### config.mk
export PLATFORM = sky130hd
export DESIGN_NAME = seqfa_regs
export DESIGN_NICKNAME = d
export VERILOG_FILES = /design/src/seqfa_pkg.sv /design/src/seqfa_regs.sv
export SDC_FILE = /design/constraint.sdc
export NUM_CORES = 1
export LEC_CHECK = 0
export CAP_MARGIN = 20
export CORE_ASPECT_RATIO = 1.75
export CORE_MARGIN = 2
export CORE_UTILIZATION = 50
export DETAILED_ROUTE_END_ITERATION = 8
export DONT_BUFFER_PORTS = 1
export PLACE_DENSITY_LB_ADDON = 0.12
export SLEW_MARGIN = 10
export SYNTH_ARGS = -nofsm -noshare
export SYNTH_HDL_FRONTEND = slang
export SYNTH_SLANG_ARGS = --single-unit
### constraint.sdc
create_clock -name mclk -period 4.77 [get_ports mclk]
set_clock_uncertainty 0.1 [all_clocks]
set_input_delay 0.2385 -clock mclk [delete_from_list [all_inputs] [get_ports mclk]]
set_output_delay 0.2385 -clock mclk [all_outputs]
set_load 0.05 [all_outputs]
### src/seqfa_pkg.sv
/*
  Constants for the power-up sequencing and frequency word A register bank:
  serial addresses, field positions, reset values and wait-time lookups.
  Assumes nothing of its surroundings; every design file imports it whole.
*/
`default_nettype none

package seqfa_pkg;

  // Serial register addresses (7-bit address field)
  localparam logic [6:0] SEQFA_ADDR_SEQ  = 7'h03; // Sequencing config
  localparam logic [6:0] SEQFA_ADDR_HIGH = 7'h04; // Word A bits 22:15
  localparam logic [6:0] SEQFA_ADDR_MID  = 7'h05; // Word A bits 14:7
  localparam logic [6:0] SEQFA_ADDR_LOW  = 7'h06; // Word A bits 6:0 and dither

  // Values after reset
  localparam logic [7:0] SEQFA_RST_SEQ  = 8'h8a; // Pin start 1, wait 0, cs 10
  localparam logic [7:0] SEQFA_RST_HIGH = 8'h83; // 131
  localparam logic [7:0] SEQFA_RST_MID  = 8'hb1; // 177
  localparam logic [7:0] SEQFA_RST_LOW  = 8'hf9; // 124 shifted, dither on

  // Field positions
  localparam int SEQFA_PSEL_BIT = 7; // Select pin starts sequencing
  localparam int SEQFA_RXW_MSB  = 6; // Lock-to-receive wait code
  localparam int SEQFA_RXW_LSB  = 4;
  localparam int SEQFA_CSW_MSB  = 3; // Carrier-sense wait code
  localparam int SEQFA_CSW_LSB  = 0;
  localparam int SEQFA_DITH_BIT = 0; // Dither enable in low byte

  // Codes and frame geometry
  localparam logic [2:0] SEQFA_RXW_NONE = 3'h7; // No wait after lock
  localparam logic [1:0] SEQFA_PD_SEQ   = 2'h3; // Power-down mode with sequencing
  localparam logic [4:0] SEQFA_RW_BIT   = 5'h07; // Bit index of write flag
  localparam logic [4:0] SEQFA_LAST_BIT = 5'h0f; // Last data bit of a frame

  // Lock-to-receive wait, in ADC clock periods
  function automatic logic [8:0] seqfa_rx_wait(input logic [2:0] code);
    logic [8:0] n;
    n = 9'h020;
    case (code)
      3'h0: n = 9'h020; // 32
      3'h1: n = 9'h02c; // 44
      3'h2: n = 9'h040; // 64
      3'h3: n = 9'h058; // 88
      3'h4: n = 9'h080; // 128
      3'h5: n = 9'h0b0; // 176
      default: n = 9'h100; // 256, code 7 never loads
    endcase
    return n;
  endfunction

  // Carrier-sense wait, in filter clock periods
  function automatic logic [6:0] seqfa_cs_wait(input logic [3:0] code);
    logic [6:0] n;
    n = 7'h14;
    if (code == 4'hf) begin
      n = 7'h48; // 72
    end else if (code >= 4'h7) begin
      n = 7'(7'h24 + {code - 4'h7, 2'h0}); // 36..64 in fours
    end else begin
      n = 7'(7'h14 + {2'h0, code, 1'h0}); // 20..32 in twos
    end
    return n;
  endfunction

endpackage

`default_nettype wire

### src/seqfa_regs.sv
/*
  Sequencing and frequency word A configuration registers with the serial
  configuration slave and the small power-up sequencer they steer.
  Assumes all pins are synchronous to mclk, pclk far slower than mclk,
  and the ADC and filter clocks arrive as one-cycle enables.
*/
`timescale 1ns/10ps
`default_nettype none

// What this block does
// Select pin falling edge starts sequencing when set
// Select pin ignored when clear; data pin instead
// Lock-to-receive wait from 3-bit code table
// Code seven powers receiver immediately after lock
// Carrier wait 20 to 32 in twos
// Carrier wait 36 to 64 by fours, 72
// Sequencing register resets to 8a hex
// Offset 04 holds word A top byte
// Offset 05 holds word A bits 14:7
// Offset 06 bits 7:1 hold low bits
// Offset 06 bit 0 enables dithering
// Data pin starts only with split pins, mode 3
// Main reset bit low reloads defaults
// Registers read back last written value
module seqfa_regs
  import seqfa_pkg::*;
(
  input  wire logic        mclk,              // 250 MHz clock
  input  wire logic        reset_n,           // Async reset, active low
  input  wire logic        main_reset_n,      // Soft reset bit, active low
  input  wire logic        psel_n,            // Serial select pin, active low
  input  wire logic        pclk,              // Serial clock pin
  input  wire logic        pdi,               // Serial data in
  output var  logic        pdo,               // Serial data out
  input  wire logic        data_io_pin,       // Data pin level
  input  wire logic        split_data_pins,   // Separate data pins enabled
  input  wire logic [1:0]  power_down_select, // Power-down mode
  input  wire logic        pll_lock,          // Synthesizer in lock
  input  wire logic        adc_clk_en,        // ADC clock period pulse
  input  wire logic        filter_clk_en,     // Filter clock period pulse
  input  wire logic        carrier_sense,     // Carrier sensed
  output var  logic        seq_start,         // Sequence start pulse
  output var  logic        rx_power_up,       // Receiver powered
  output var  logic        rx_power_down,     // Carrier timeout pulse
  output var  logic [22:0] synth_word_a,      // Frequency word A
  output var  logic        dither_enable_a    // Dither for word A
);
  import seqfa_pkg::*;

  typedef enum logic [2:0] {
    S_IDLE = 3'b000, // Waiting for a start edge
    S_LOCK = 3'b001, // Waiting for synthesizer lock
    S_RXW  = 3'b010, // Counting lock-to-receive wait
    S_CSW  = 3'b011, // Receiver on, waiting for carrier
    S_HOLD = 3'b100  // Carrier found, receiver stays on
  } seqfa_state_t;

  logic [7:0]   seq_q, high_q, mid_q, low_q;  // Register file
  logic         psel_prev_q;                  // Edge detect of select
  logic         pclk_prev_q;                  // Edge detect of serial clock
  logic         dio_prev_q;                   // Edge detect of data pin
  logic [4:0]   bit_cnt_q;                    // Bit position in frame
  logic [6:0]   addr_q;                       // Shifted-in address
  logic         wr_q;                         // Frame is a write
  logic [6:0]   dsh_q;                        // Shifted-in data bits
  logic         pdo_q;                        // Serial output bit
  seqfa_state_t state_q;                      // Sequencer state
  logic [8:0]   rxw_cnt_q;                    // Lock-to-receive counter
  logic [6:0]   cs_cnt_q;                     // Carrier-sense counter
  logic         start_q, rx_on_q, pdn_q;      // Sequencer outputs

  // Edge and frame decode
  wire       psel_fall = psel_prev_q & ~psel_n;
  wire       dio_fall  = dio_prev_q & ~data_io_pin;
  wire       pclk_rise = ~psel_n & pclk & ~pclk_prev_q;
  wire       pclk_fall = ~psel_n & ~pclk & pclk_prev_q;
  wire       psel_bit  = seq_q[SEQFA_PSEL_BIT];
  wire [2:0] rxw_code  = seq_q[SEQFA_RXW_MSB:SEQFA_RXW_LSB];
  wire [3:0] csw_code  = seq_q[SEQFA_CSW_MSB:SEQFA_CSW_LSB];

  // Start source selection
  wire start_psel = psel_fall & psel_bit;
  wire start_dio  = dio_fall & ~psel_bit & split_data_pins
                  & (power_down_select == SEQFA_PD_SEQ);
  wire start_w    = start_psel | start_dio;

  // Write commit on the last rising serial edge of a write frame
  wire [7:0] wdata  = {dsh_q, pdi};
  wire       commit = pclk_rise & wr_q & (bit_cnt_q == SEQFA_LAST_BIT);
  wire       wr_seq  = commit & (addr_q == SEQFA_ADDR_SEQ);
  wire       wr_high = commit & (addr_q == SEQFA_ADDR_HIGH);
  wire       wr_mid  = commit & (addr_q == SEQFA_ADDR_MID);
  wire       wr_low  = commit & (addr_q == SEQFA_ADDR_LOW);

  // Read mux, unmapped addresses read zero
  wire [7:0] rdata = (addr_q == SEQFA_ADDR_SEQ)  ? seq_q  :
                     (addr_q == SEQFA_ADDR_HIGH) ? high_q :
                     (addr_q == SEQFA_ADDR_MID)  ? mid_q  :
                     (addr_q == SEQFA_ADDR_LOW)  ? low_q  : 8'h00;
  // Bit counts 8..15 map onto data bits 7..0, MSB first
  wire [2:0] rd_idx   = ~bit_cnt_q[2:0];
  wire       rd_phase = ~wr_q & bit_cnt_q[3] & ~bit_cnt_q[4];

  // Pin edge history
  always_ff @(posedge mclk or negedge reset_n) begin
    if (!reset_n) begin
      psel_prev_q <= 1'b1;
      pclk_prev_q <= 1'b0;
      dio_prev_q  <= 1'b1;
    end else begin
      psel_prev_q <= psel_n;
      pclk_prev_q <= pclk;
      dio_prev_q  <= data_io_pin;
    end
  end

  // Serial frame: 7 address bits, write flag, 8 data bits
  always_ff @(posedge mclk or negedge reset_n) begin
    if (!reset_n) begin
      bit_cnt_q <= 5'h00;
      addr_q    <= 7'h00;
      wr_q      <= 1'b0;
      dsh_q     <= 7'h00;
    end else if (psel_n) begin
      bit_cnt_q <= 5'h00; // Deselect aborts any partial frame
    end else if (pclk_rise && !bit_cnt_q[4]) begin
      bit_cnt_q <= 5'(bit_cnt_q + 5'h01);
      if (bit_cnt_q < SEQFA_RW_BIT) begin
        addr_q <= {addr_q[5:0], pdi};
      end else if (bit_cnt_q == SEQFA_RW_BIT) begin
        wr_q <= pdi;
      end else begin
        dsh_q <= {dsh_q[5:0], pdi};
      end
    end
  end

  // Read data changes on falling serial edges, held for the host's rise
  always_ff @(posedge mclk or negedge reset_n) begin
    if (!reset_n) begin
      pdo_q <= 1'b0;
    end else if (pclk_fall && rd_phase) begin
      pdo_q <= rdata[rd_idx];
    end
  end

  // Register file; the soft reset bit wins over a write in the same cycle
  always_ff @(posedge mclk or negedge reset_n) begin
    if (!reset_n) begin
      seq_q  <= SEQFA_RST_SEQ;
      high_q <= SEQFA_RST_HIGH;
      mid_q  <= SEQFA_RST_MID;
      low_q  <= SEQFA_RST_LOW;
    end else if (!main_reset_n) begin
      seq_q  <= SEQFA_RST_SEQ;
      high_q <= SEQFA_RST_HIGH;
      mid_q  <= SEQFA_RST_MID;
      low_q  <= SEQFA_RST_LOW;
    end else begin
      if (wr_seq)  seq_q  <= wdata;
      if (wr_high) high_q <= wdata;
      if (wr_mid)  mid_q  <= wdata;
      if (wr_low)  low_q  <= wdata;
    end
  end

  // Sequencer; a fresh start edge restarts it from any state
  always_ff @(posedge mclk or negedge reset_n) begin
    if (!reset_n) begin
      state_q   <= S_IDLE;
      rxw_cnt_q <= 9'h000;
      cs_cnt_q  <= 7'h00;
      start_q   <= 1'b0;
      rx_on_q   <= 1'b0;
      pdn_q     <= 1'b0;
    end else if (!main_reset_n) begin
      state_q <= S_IDLE;
      start_q <= 1'b0;
      rx_on_q <= 1'b0;
      pdn_q   <= 1'b0;
    end else begin
      start_q <= start_w;
      pdn_q   <= 1'b0;
      if (start_w) begin
        state_q <= S_LOCK;
        rx_on_q <= 1'b0;
      end else begin
        unique case (state_q)
          S_IDLE: ;
          S_LOCK: begin
            if (pll_lock && rxw_code == SEQFA_RXW_NONE) begin
              rx_on_q  <= 1'b1;
              cs_cnt_q <= seqfa_cs_wait(csw_code);
              state_q  <= S_CSW;
            end else if (pll_lock) begin
              rxw_cnt_q <= seqfa_rx_wait(rxw_code);
              state_q   <= S_RXW;
            end
          end
          S_RXW: begin
            if (adc_clk_en && rxw_cnt_q == 9'h001) begin
              rx_on_q  <= 1'b1;
              cs_cnt_q <= seqfa_cs_wait(csw_code);
              state_q  <= S_CSW;
            end else if (adc_clk_en) begin
              rxw_cnt_q <= 9'(rxw_cnt_q - 9'h001);
            end
          end
          S_CSW: begin
            if (carrier_sense) begin
              state_q <= S_HOLD; // Carrier found, keep receiving
            end else if (filter_clk_en && cs_cnt_q == 7'h01) begin
              rx_on_q <= 1'b0;
              pdn_q   <= 1'b1;
              state_q <= S_IDLE;
            end else if (filter_clk_en) begin
              cs_cnt_q <= 7'(cs_cnt_q - 7'h01);
            end
          end
          S_HOLD: ;
          default: state_q <= S_IDLE; // Unused codes recover
        endcase
      end
    end
  end

  // Outputs straight from flops
  assign pdo             = pdo_q;
  assign seq_start       = start_q;
  assign rx_power_up     = rx_on_q;
  assign rx_power_down   = pdn_q;
  assign synth_word_a    = {high_q, mid_q, low_q[7:1]};
  assign dither_enable_a = low_q[SEQFA_DITH_BIT];

  a_psel_start: assert property (@(posedge mclk) disable iff (!reset_n)
    main_reset_n && $fell(psel_n) && seq_q[7] |=> seq_start)
    else $error("select edge did not start sequencing");
  a_psel_ignored: assert property (@(posedge mclk) disable iff (!reset_n)
    $fell(psel_n) && !seq_q[7] && !start_dio |=> !seq_start)
    else $error("select edge started sequencing while disabled");
  a_dio_start: assert property (@(posedge mclk) disable iff (!reset_n)
    main_reset_n && $fell(data_io_pin) && split_data_pins && !seq_q[7]
    && power_down_select == 2'h3 |=> seq_start)
    else $error("data pin edge did not start sequencing");
  a_rxw_load: assert property (@(posedge mclk) disable iff (!reset_n)
    main_reset_n && !start_w && state_q == S_LOCK && pll_lock && rxw_code == 3'h2
    |=> rxw_cnt_q == 9'h040 && !rx_power_up)
    else $error("lock wait loaded with wrong count");
  a_rxw_done: assert property (@(posedge mclk) disable iff (!reset_n)
    main_reset_n && !start_w && state_q == S_RXW && adc_clk_en && rxw_cnt_q == 9'h001
    |=> rx_power_up)
    else $error("receiver not powered after lock wait");
  a_no_wait: assert property (@(posedge mclk) disable iff (!reset_n)
    main_reset_n && !start_w && state_q == S_LOCK && pll_lock && seq_q[6:4] == 3'h7
    |=> rx_power_up)
    else $error("receiver delayed although wait code is seven");
  a_cs_short: assert property (@(posedge mclk) disable iff (!reset_n)
    $rose(rx_power_up) && $past(csw_code) == 4'h3 |-> cs_cnt_q == 7'h1a)
    else $error("carrier wait for short code wrong");
  a_cs_long: assert property (@(posedge mclk) disable iff (!reset_n)
    $rose(rx_power_up) && $past(csw_code) == 4'hf |-> cs_cnt_q == 7'h48)
    else $error("carrier wait for code fifteen wrong");
  a_cs_timeout: assert property (@(posedge mclk) disable iff (!reset_n)
    main_reset_n && !start_w && state_q == S_CSW && !carrier_sense && filter_clk_en
    && cs_cnt_q == 7'h01 |=> rx_power_down && !rx_power_up ##1 !rx_power_down)
    else $error("no power down after carrier timeout");
  a_soft_defaults: assert property (@(posedge mclk) disable iff (!reset_n)
    !main_reset_n |=> seq_q == 8'h8a && synth_word_a == {8'h83, 8'hb1, 7'h7c}
    && dither_enable_a)
    else $error("soft reset did not load defaults");
  a_hi_write: assert property (@(posedge mclk) disable iff (!reset_n)
    main_reset_n && wr_high |=> synth_word_a[22:15] == $past(wdata))
    else $error("top byte of word A not written");
  // Sequence ends two edges after the commit, so the written byte is two back
  a_readback: assert property (@(posedge mclk) disable iff (!reset_n)
    main_reset_n && wr_low ##1 (main_reset_n && !commit)[*2]
    |-> addr_q != 7'h06 || rdata == $past(wdata, 2) || !$stable(addr_q))
    else $error("register readback differs from written value");

endmodule // seqfa_regs

`default_nettype wire

Word level (Yosys, flattened, before mapping)
Index checks and enable logic that the tools add are counted.

cells by class
  multipliers = 0
  muxes and demuxes = 51
  equality and inequality tests = 41
  $lt $le $gt $ge = 3
  shift operators = 0
  reduce and logical (&&, ||, !) cells = 19
  div/mod/pow operators = 0
  add/sub/neg operators = 6
  bitwise logic cells = 30

operators by type and width
  kind                                                                 number
  8-bit two-way mux                                                    12
  9-bit one-hot mux with 6 select lines                                1
  7-bit two-way mux                                                    7
  9-bit two-way mux                                                    4
  7-bit by 3-bit == test with 1-bit output (second input constant)     3
  3-bit two-way mux                                                    7
  7-bit one-hot mux with 3 select lines                                1
  1-bit AND                                                            18
  2-bit != test (second input constant)                                9
  9-bit one-hot mux with 2 select lines                                1
  4-bit != test (second input constant)                                4
  1-bit two-way mux                                                    13
  3-bit by 2-bit == test with 1-bit output (second input constant)     4
  3-bit == test (second input constant)                                4
  3-bit one-hot mux with 4 select lines                                1
  4-bit AND reduction                                                  3
  5-bit two-way mux                                                    2
  5-bit != test (second input constant)                                2
  1-bit inverter                                                       10
  9-bit by 1-bit == test with 1-bit output (second input constant)     1
  9-bit by 1-bit subtractor with 9-bit output (second input constant)  1
  2-bit by 1-bit != test with 1-bit output (second input constant)     4
  8-bit AND reduction                                                  1
  6-bit by 6-bit adder with 7-bit output (first input constant)        1
  29 further kinds                                                     36

storage, ports and cells
  output and inout port bits = 28
  memories kept = 0
  RAM bits = 0
  ROM bits = 0
  input port bits = 14
  latch bits = 0
  logic and storage cells = 168
  flip-flop bits (word level) = 78

Logic depth before layout (Yosys ltp)
Gate-level depths: netlist (run 1).

  depth after elaboration = 8
  gate-level depth with buffers = 9

Worst setup path after synthesis (run 1)
OpenSTA, ideal clock, no wires.

  path kind = flip-flop to flip-flop
  start point = register bit_cnt_q[0]
  end point = register low_q[1]
  library setup time = 0.122 ns
  slack = 2.567 ns
  clock period less this slack = 2.203 ns
  cell stages (with the launch flop) = 10
  arrival = 1.981 ns
  path through = dfrtp_1 -> ha_1 -> and3_1 -> ha_1 -> nand2_1 -> nor3_1 -> clkbuf_1 -> nand3_1 -> mux2i_1 -> nor2b_1

on the way
  longest elaborated chain between the ends = 4

ends and longest elaborated chain
  element                                                    RTL line           source
  from (decl)                                                seqfa_regs.sv:62   logic [4:0] bit_cnt_q;
  from (signal assigned)                                     seqfa_regs.sv:127  bit_cnt_q <= 5'(bit_cnt_q + 5'h01);
  5-bit by 4-bit == test with 1-bit output                   seqfa_regs.sv:89   wire commit = pclk_rise & wr_q & (bit_cnt_q == SEQFA_LAST_BIT);
  1-bit AND                                                  seqfa_regs.sv:89
  1-bit AND                                                  seqfa_regs.sv:93   wire wr_low = commit & (addr_q == SEQFA_ADDR_LOW);
  2-bit by 1-bit != test with 1-bit output (no source line)  -
  to (signal assigned)                                       seqfa_regs.sv:163  if (wr_low) low_q <= wdata;
  to (decl)                                                  seqfa_regs.sv:58   logic [7:0] seq_q, high_q, mid_q, low_q;

Every way passes these cells.
A chain may end at the register's enable or synchronous reset.

Worst setup path in the final report (run 1)
  start point = register rxw_cnt_q[6]
  end point = register cs_cnt_q[3]

on the way
  longest elaborated chain between the ends = 4

ends and longest elaborated chain
  element                                   RTL line           source
  from (decl)                               seqfa_regs.sv:68   logic [8:0] rxw_cnt_q;
  from (signal assigned)                    seqfa_regs.sv:196  rxw_cnt_q <= seqfa_rx_wait(rxw_code);
  from (signal assigned)                    seqfa_regs.sv:206  rxw_cnt_q <= 9'(rxw_cnt_q - 9'h001);
  9-bit by 1-bit == test with 1-bit output  seqfa_regs.sv:201  if (adc_clk_en && rxw_cnt_q == 9'h001) begin
  1-bit logical AND                         seqfa_regs.sv:201
  2-bit != test (no source line)            -
  8-bit AND reduction (no source line)      -
  to (signal assigned)                      seqfa_regs.sv:193  cs_cnt_q <= seqfa_cs_wait(csw_code);
  to (signal assigned)                      seqfa_regs.sv:203  cs_cnt_q <= seqfa_cs_wait(csw_code);
  to (signal assigned)                      seqfa_regs.sv:217  cs_cnt_q <= 7'(cs_cnt_q - 7'h01);
  to (decl)                                 seqfa_regs.sv:69   logic [6:0] cs_cnt_q;

Every way passes these cells.

==> results of run 1 <==
cell usage in the layout (no fill, tap or decap), drive strengths merged, types with 11 or more instances in the layout:
cell type,instances
nor3,17
mux2i,31
dfstp,18
nand2b,11
nand3,20
nor2b,17
mux2,16
nor2,26
a21oi,23
dfrtp,60
o21ai,25
nand2,54
inv,13
state kept, by name, indices dropped and copies added (netlist names):
name,cells
bit_cnt_q,5
pclk_prev_q,1
seq_start,1
state_q,3
addr_q,7
wr_q,1
pdo,1
high_q,8
mid_q,8
dio_prev_q,1
cs_cnt_q,7
dsh_q,7
low_q,8
rx_power_down,1
rx_power_up,1
psel_prev_q,1
seq_q,8
rxw_cnt_q,9
area by class of cell:
type | instances | area (um^2) | area share [%]
multi-input cells | 337 | 2210 | 45.7
flip-flops and latches | 78 | 1970 | 40.8
clock buffers | 10 | 229 | 4.73
well taps | 117 | 146 | 3.02
repair buffers | 10 | 120 | 2.48
clock inverters | 6 | 111 | 2.30
inverters | 13 | 48.8 | 1.01
worst max-delay path: stages (launching register included):
cell and delay [ns]:
dfrtp_1 0.40, or3_1 0.43, nor4_2 0.34, a41oi_1 0.22
nor3_2 0.59, o21ai_0 0.18, a22o_1 0.26
per-layer routing:
layer | track usage [%] | up-vias | part of all wire, %
met5 | 0 | - | 0
met3 | 5.36 | 20 | 4.7
met1 | 25.5 | 1628 | 40
met4 | 11.3 | 0 | 2.8
met2 | 39.7 | 96 | 52
li1 | - | 1630 | -
final timing paths:
path / start / end / slack [ns] / cells after the start
min: carrier_sense / rx_power_up$_DFFE_PN0P_ / 0.05 / 3
min in group asynchronous: reset_n / rxw_cnt_q[0]$_DFFE_PN0P_ / 0.33 / 2
max in group asynchronous: reset_n / dio_prev_q$_DFF_PN1_ / 3.84 / 2
max reg2reg: rxw_cnt_q[6]$_DFFE_PN0P_ / cs_cnt_q[3]$_DFFE_PN0P_ / 2.15 / 6
max: rxw_cnt_q[6]$_DFFE_PN0P_ / cs_cnt_q[3]$_DFFE_PN0P_ / 2.15 / 6
min reg2reg: rxw_cnt_q[4]$_DFFE_PN0P_ / rxw_cnt_q[4]$_DFFE_PN0P_ / 0.41 / 2
power breakdown:
part           internal [mW]  switching, mW
registers              0.707         0.0699
clock network          0.511          0.273
logic                  0.108          0.126
cell families (layout without fill, tap and decap cells):
group | Yosys count | count (layout) | synth area share, %
DFF | 78 | 78 | 45.3
xor gates and xnor gates | 3 | 3 | 0.603
AOI/OAI and AO/OA | 100 | 100 | 15.2
and+or+nand+nor | 177 | 177 | 20.9
muxes | 47 | 47 | 11.3
adders and majority gates | 10 | 10 | 2.82
buffers and inverters | 39 | 39 | 3.91
per-stage QoR:
| stage | utilization [%] | area, um^2 | worst slack (ns) |
|---|---|---|---|
| 3_3_place_gp | 51.3 | 4390 | 2.18 |
| 2_1_floorplan | - | 4360 | 2.57 |
| 4_1_cts | 56.4 | 4830 | 2.14 |
| 6_report | 56.6 | 4840 | 2.15 |
| 3_5_place_dp | 51.3 | 4390 | 2.16 |
| 5_1_grt | 56.6 | 4840 | 1.92 |
==> metrics.yaml, run 1 <==
core_um2: 8560
syn_to_final_growth_pct: 11.1
drt_first_pass_iters: 4
grt_antenna_before_repair: 0
timing_hold_violations_final: 0
h-tree-depth: 3
synth_area_leaders: "dfrtp_1 (34%), dfstp_2 (11%), mux2i_1 (7.1%), nand2_1 (4.7%), mux2_2 (4.1%)"
ys.warnings.count: 0
largest_net_degree_at_the_start_of_global_routing: 79
drt-vias-per-instance: 5.91
tritoncts_clock_tree: "done"
synthArstFlopShare_pct: 100
final.period_utilization_pct: 55.0
netlist_instances: 454
unrepaired_setup_endpoints_after_global_routing: "no"
placed_cells_incl_taps: 546
vias: 3374
synth-edff-count: 0
status: "finished clean"
grt_remaining_overflow: 0
place_congestion: 0.865
final-instance-count-excl-fill: 571
detail_route.iter0.violations: 192
post-synth-top-area-cell: "dfrtp_1"
syn-mean-instance-area_um2: 9.59
cp.required_ns: 4.90
tritoncts.num_buffers: 9
yosys_register_bits: 78
yosysSeqAreaShare_pct: 45.3
worst_setup_path_start_kind: "flip-flop"
clock_tree.root_cell: "clkbuf_16"
cts-hold-fix-buffers: 8
yosys-top-cells-count: "dfrtp_1 (60), nand2_1 (54), mux2i_1 (31)"
post_cts_resized: 0
timing.hold.worst.class: "in -> reg"
layout.filler_cells: 771
p_leak_nw: 2.05
timing_worst_setup_path_type: "reg -> reg"
report.power.total_mw: 1.80
clkSinkCount: 78
final_net_count: 472
top_level_ports: 42
first_global_vias: 3345
globalRouteTotalUtil_pct: 22.9
critical_path.max_fanout: 14
antenna_cells_inserted: 0
portBuffers: 0
die_width_um: 74.6
syn_area_um2: 4360
actual_slew_at_the_worst_max_slew_pin_ns: 0.793
totalNegativeSetupSlack_ns: 0
cts_setup_buffers: 0
max_frequency_mhz: 381
hpwl_mm: 6.95
antenna_violating_nets_post_route: 0
cts_buffer_depth: 2
rows: 45
clock_latency_late_sink_ns: 0.34
synth_top_area_share_pct: 34.5
grt_first_pass_wirelength_mm: 16.7
mappedNetlistNets: 477
final.min_clock_period_ns: 2.62
die_area_um2: 9500
drt_wl_total_mm: 10.1
initial_core_util_pct: 50.9
path_clk_slew_ns: 0.06
cp_data_arrival_time_ns: 2.75
drc_errors: 0
cap_viol_max_count: 0
primary_ff_master_synth: "dfrtp_1"
power_per_cell_area_nw_per_um2: 371
post_route_cells_drive_above_1_share_pct: 13.4
peakVddDrop_mv: 0.325
finalSetupViolCount: 0
cp-end-kind: "flip-flop"
wl_per_cell_um: 17.7
die_height_um: 127
synth.most_common_cell: "dfrtp_1"
whs_ns: 0.0539
synth.lib_cells_used.distinct: 61
timing.slew.headroom_pct: 46.4
final_max_slew_viol_count: 0
Power figures use the tool's default switching activity.
==> inputs of run 2 (changes only) <==
==> constraint.sdc (replaced) <==
create_clock -name mclk -period 2.32 [get_ports mclk]
set_clock_uncertainty 0.1 [all_clocks]
set_input_delay 0.116 -clock mclk [delete_from_list [all_inputs] [get_ports mclk]]
set_output_delay 0.116 -clock mclk [all_outputs]
set_load 0.05 [all_outputs]
==> run 2 against run 1 <==
Effect of this change:
- clock power rose by 63%
- final area grew 5.1%
- routed wire length increased by 2.5%
- die area is the same
- sequential share of layout area down 2.0 points
==> metrics.yaml, run 2 (synthesis results as in run 1) <==
drc_errors: 0
hpwl_mm: 7.45
cts_buffer_depth: 2
grt_remaining_overflow: 0
worst_reg2reg_path_depth: 7
global_route.peak_usage_layer: "met2"
timing.hold.worst.class: "in -> reg"
wl_per_cell_um: 16.9
max_frequency_mhz: 454
clock_tree.root_cell: "clkbuf_16"
met2_usage_pct: 42.0
peakVddDrop_mv: 0.489
first_global_vias: 3567
clkSinkCount: 78
largest_net_degree_at_the_start_of_global_routing: 79
antenna_violating_nets_post_route: 0
crit_path_cell_trace: "ha_1 -> nand2b_1 -> nor4_4 -> nand2b_1 -> a2111o_2 -> buf_4 -> o32a_1"
initial_core_util_pct: 50.9
vias: 3458
min-delay-start: "psel_n"
critical_path.most_common_cell: "nand2b_1"
holdPathStages: 4
worst_setup_path_start_kind: "flip-flop"
grt_first_pass_wirelength_mm: 17.5
cap_viol_max_count: 0
clock_latency_late_sink_ns: 0.34
final_max_slew_viol_count: 0
cp-end-kind: "flip-flop"
syn_to_final_growth_pct: 16.8
layout_commonest_cell: "dfrtp_1"
totalNegativeSetupSlack_ns: 0
finalSetupViolCount: 0
regMostFlops: "rxw_cnt_q"
timing_hold_violations_final: 0
timing.slew.headroom_pct: 63.2
core_um2: 8560
grt_antenna_before_repair: 0
critical_path_depth: 7
globalRouteTotalUtil_pct: 24.1
final.period_utilization_pct: 95.0
drt_wl_total_mm: 10.3
h-tree-depth: 3
place_congestion: 0.937
status: "finished clean"
critPathBufInv: 1
unrepaired_setup_endpoints_after_global_routing: "no"
path_clk_slew_ns: 0.06
final_util_pct: 59.4
tritoncts.num_buffers: 9
post_route_cells_drive_above_1_share_pct: 20.5
actual_slew_at_the_worst_max_slew_pin_ns: 0.552
critical-path-top-delay-family: "compound AO/OA/AOI/OAI gates"
antenna_cells_inserted: 0
portBuffers: 0
die_area_um2: 9500
cp_slowest_cell: "a2111o_2"
timing_worst_setup_path_type: "reg -> reg"
worstReg2RegEnd: "rxw_cnt_q[6]$_DFFE_PN0P_"
p_leak_nw: 2.21
final.min_clock_period_ns: 2.20
critical-path-max-stage-delay_ns: 0.54
die_width_um: 74.6
ff2ff_setup_slack_ns: 0.12
die_height_um: 127
tritoncts_clock_tree: "done"
met3_usage_pct: 4.89
whs_ns: 0.0178
report.power.total_mw: 3.47
cp_data_arrival_time_ns: 2.33
drt-vias-per-instance: 5.67
drt_first_pass_iters: 5
layout.filler_cells: 772
rows: 45
power_per_cell_area_nw_per_um2: 683
detail_route.iter0.violations: 166
top_level_ports: 42
beginning_of_the_worst_register_to_register_path: "rxw_cnt_q[0]$_DFFE_PN0P_"
groute.layer.met1.usage_pct: 27.0
layout_common_cells: "dfrtp_1 (60), nand2_1 (54), buf_4 (39)"
cp.required_ns: 2.44
critical_path.max_fanout: 13
final_net_count: 511
largest_register_ffs: 9
worst_hold_path.endpoint: "seq_q[1]$_DFFE_PN1P_"
run 2: worst max-delay path by stage:
stage / end / startpoint
5_1_grt: cs_cnt_q[3]$_DFFE_PN0P_ / rxw_cnt_q[6]$_DFFE_PN0P_
3_3_place_gp: rxw_cnt_q[6]$_DFFE_PN0P_ / rxw_cnt_q[0]$_DFFE_PN0P_
6_report: rxw_cnt_q[6]$_DFFE_PN0P_ / rxw_cnt_q[0]$_DFFE_PN0P_
4_1_cts: rxw_cnt_q[6]$_DFFE_PN0P_ / rxw_cnt_q[1]$_DFFE_PN0P_
2_1_floorplan: low_q[1]$_DFFE_PN0P_ / bit_cnt_q[0]$_DFFE_PN0P_
3_5_place_dp: rxw_cnt_q[6]$_DFFE_PN0P_ / rxw_cnt_q[1]$_DFFE_PN0P_
run 2: final cells by class:
cell class / instances / area, um^2 / area share [%]
Clock buffer: 10 / 229 / 4.50
Clock inverter: 6 / 38.8 / 0.763
Inverter: 13 / 48.8 / 0.959
Multi-Input combinational cell: 337 / 2230 / 43.8
Sequential cell: 78 / 1970 / 38.8
Tap cell: 117 / 146 / 2.88
Timing Repair Buffer: 49 / 420 / 8.27
run 2: what timing repair did:
item	CTS	global route
setup buffers	0	2
hold buffers	10	0
gates resized for setup	0	3
endpoints found under the hold margin	127	0
endpoints found under the setup margin	0	13
run 2: worst reg2reg max path, stage by stage, from the launching register on:
cell and delay (ns):
dfrtp_1 0.41, ha_1 0.20, nand2b_1 0.11, nor4_4 0.05, nand2b_1 0.15, a2111o_2 0.54
buf_4 0.20, o32a_1 0.33
run 2: metal layers:
layer | part of all wire (%) | up-vias
met5 | 0 | -
met4 | 3.8 | 0
li1 | - | 1707
met3 | 4.1 | 23
met1 | 38 | 1647
met2 | 54 | 81
run 2: where the power goes:
| part | switching, mW | leakage (nW) | internal (mW) |
|---|---|---|---|
| Clock | 0.562 | 0.128 | 0.720 |
| Combinational | 0.324 | 1.09 | 0.317 |
| Sequential | 0.0954 | 0.989 | 1.45 |
| Total | 0.982 | 2.21 | 2.49 |
run 2: stage by stage:
stage / worst slack, ns / cells / cell area, um^2
global placement: 0.123 / 582 / 4660
finish: 0.116 / 610 / 5090
floorplan: 0.117 / 454 / 4360
global route: 0.00471 / 610 / 5090
CTS: 0.0602 / 608 / 5050
detailed placement: 0.0770 / 582 / 4660
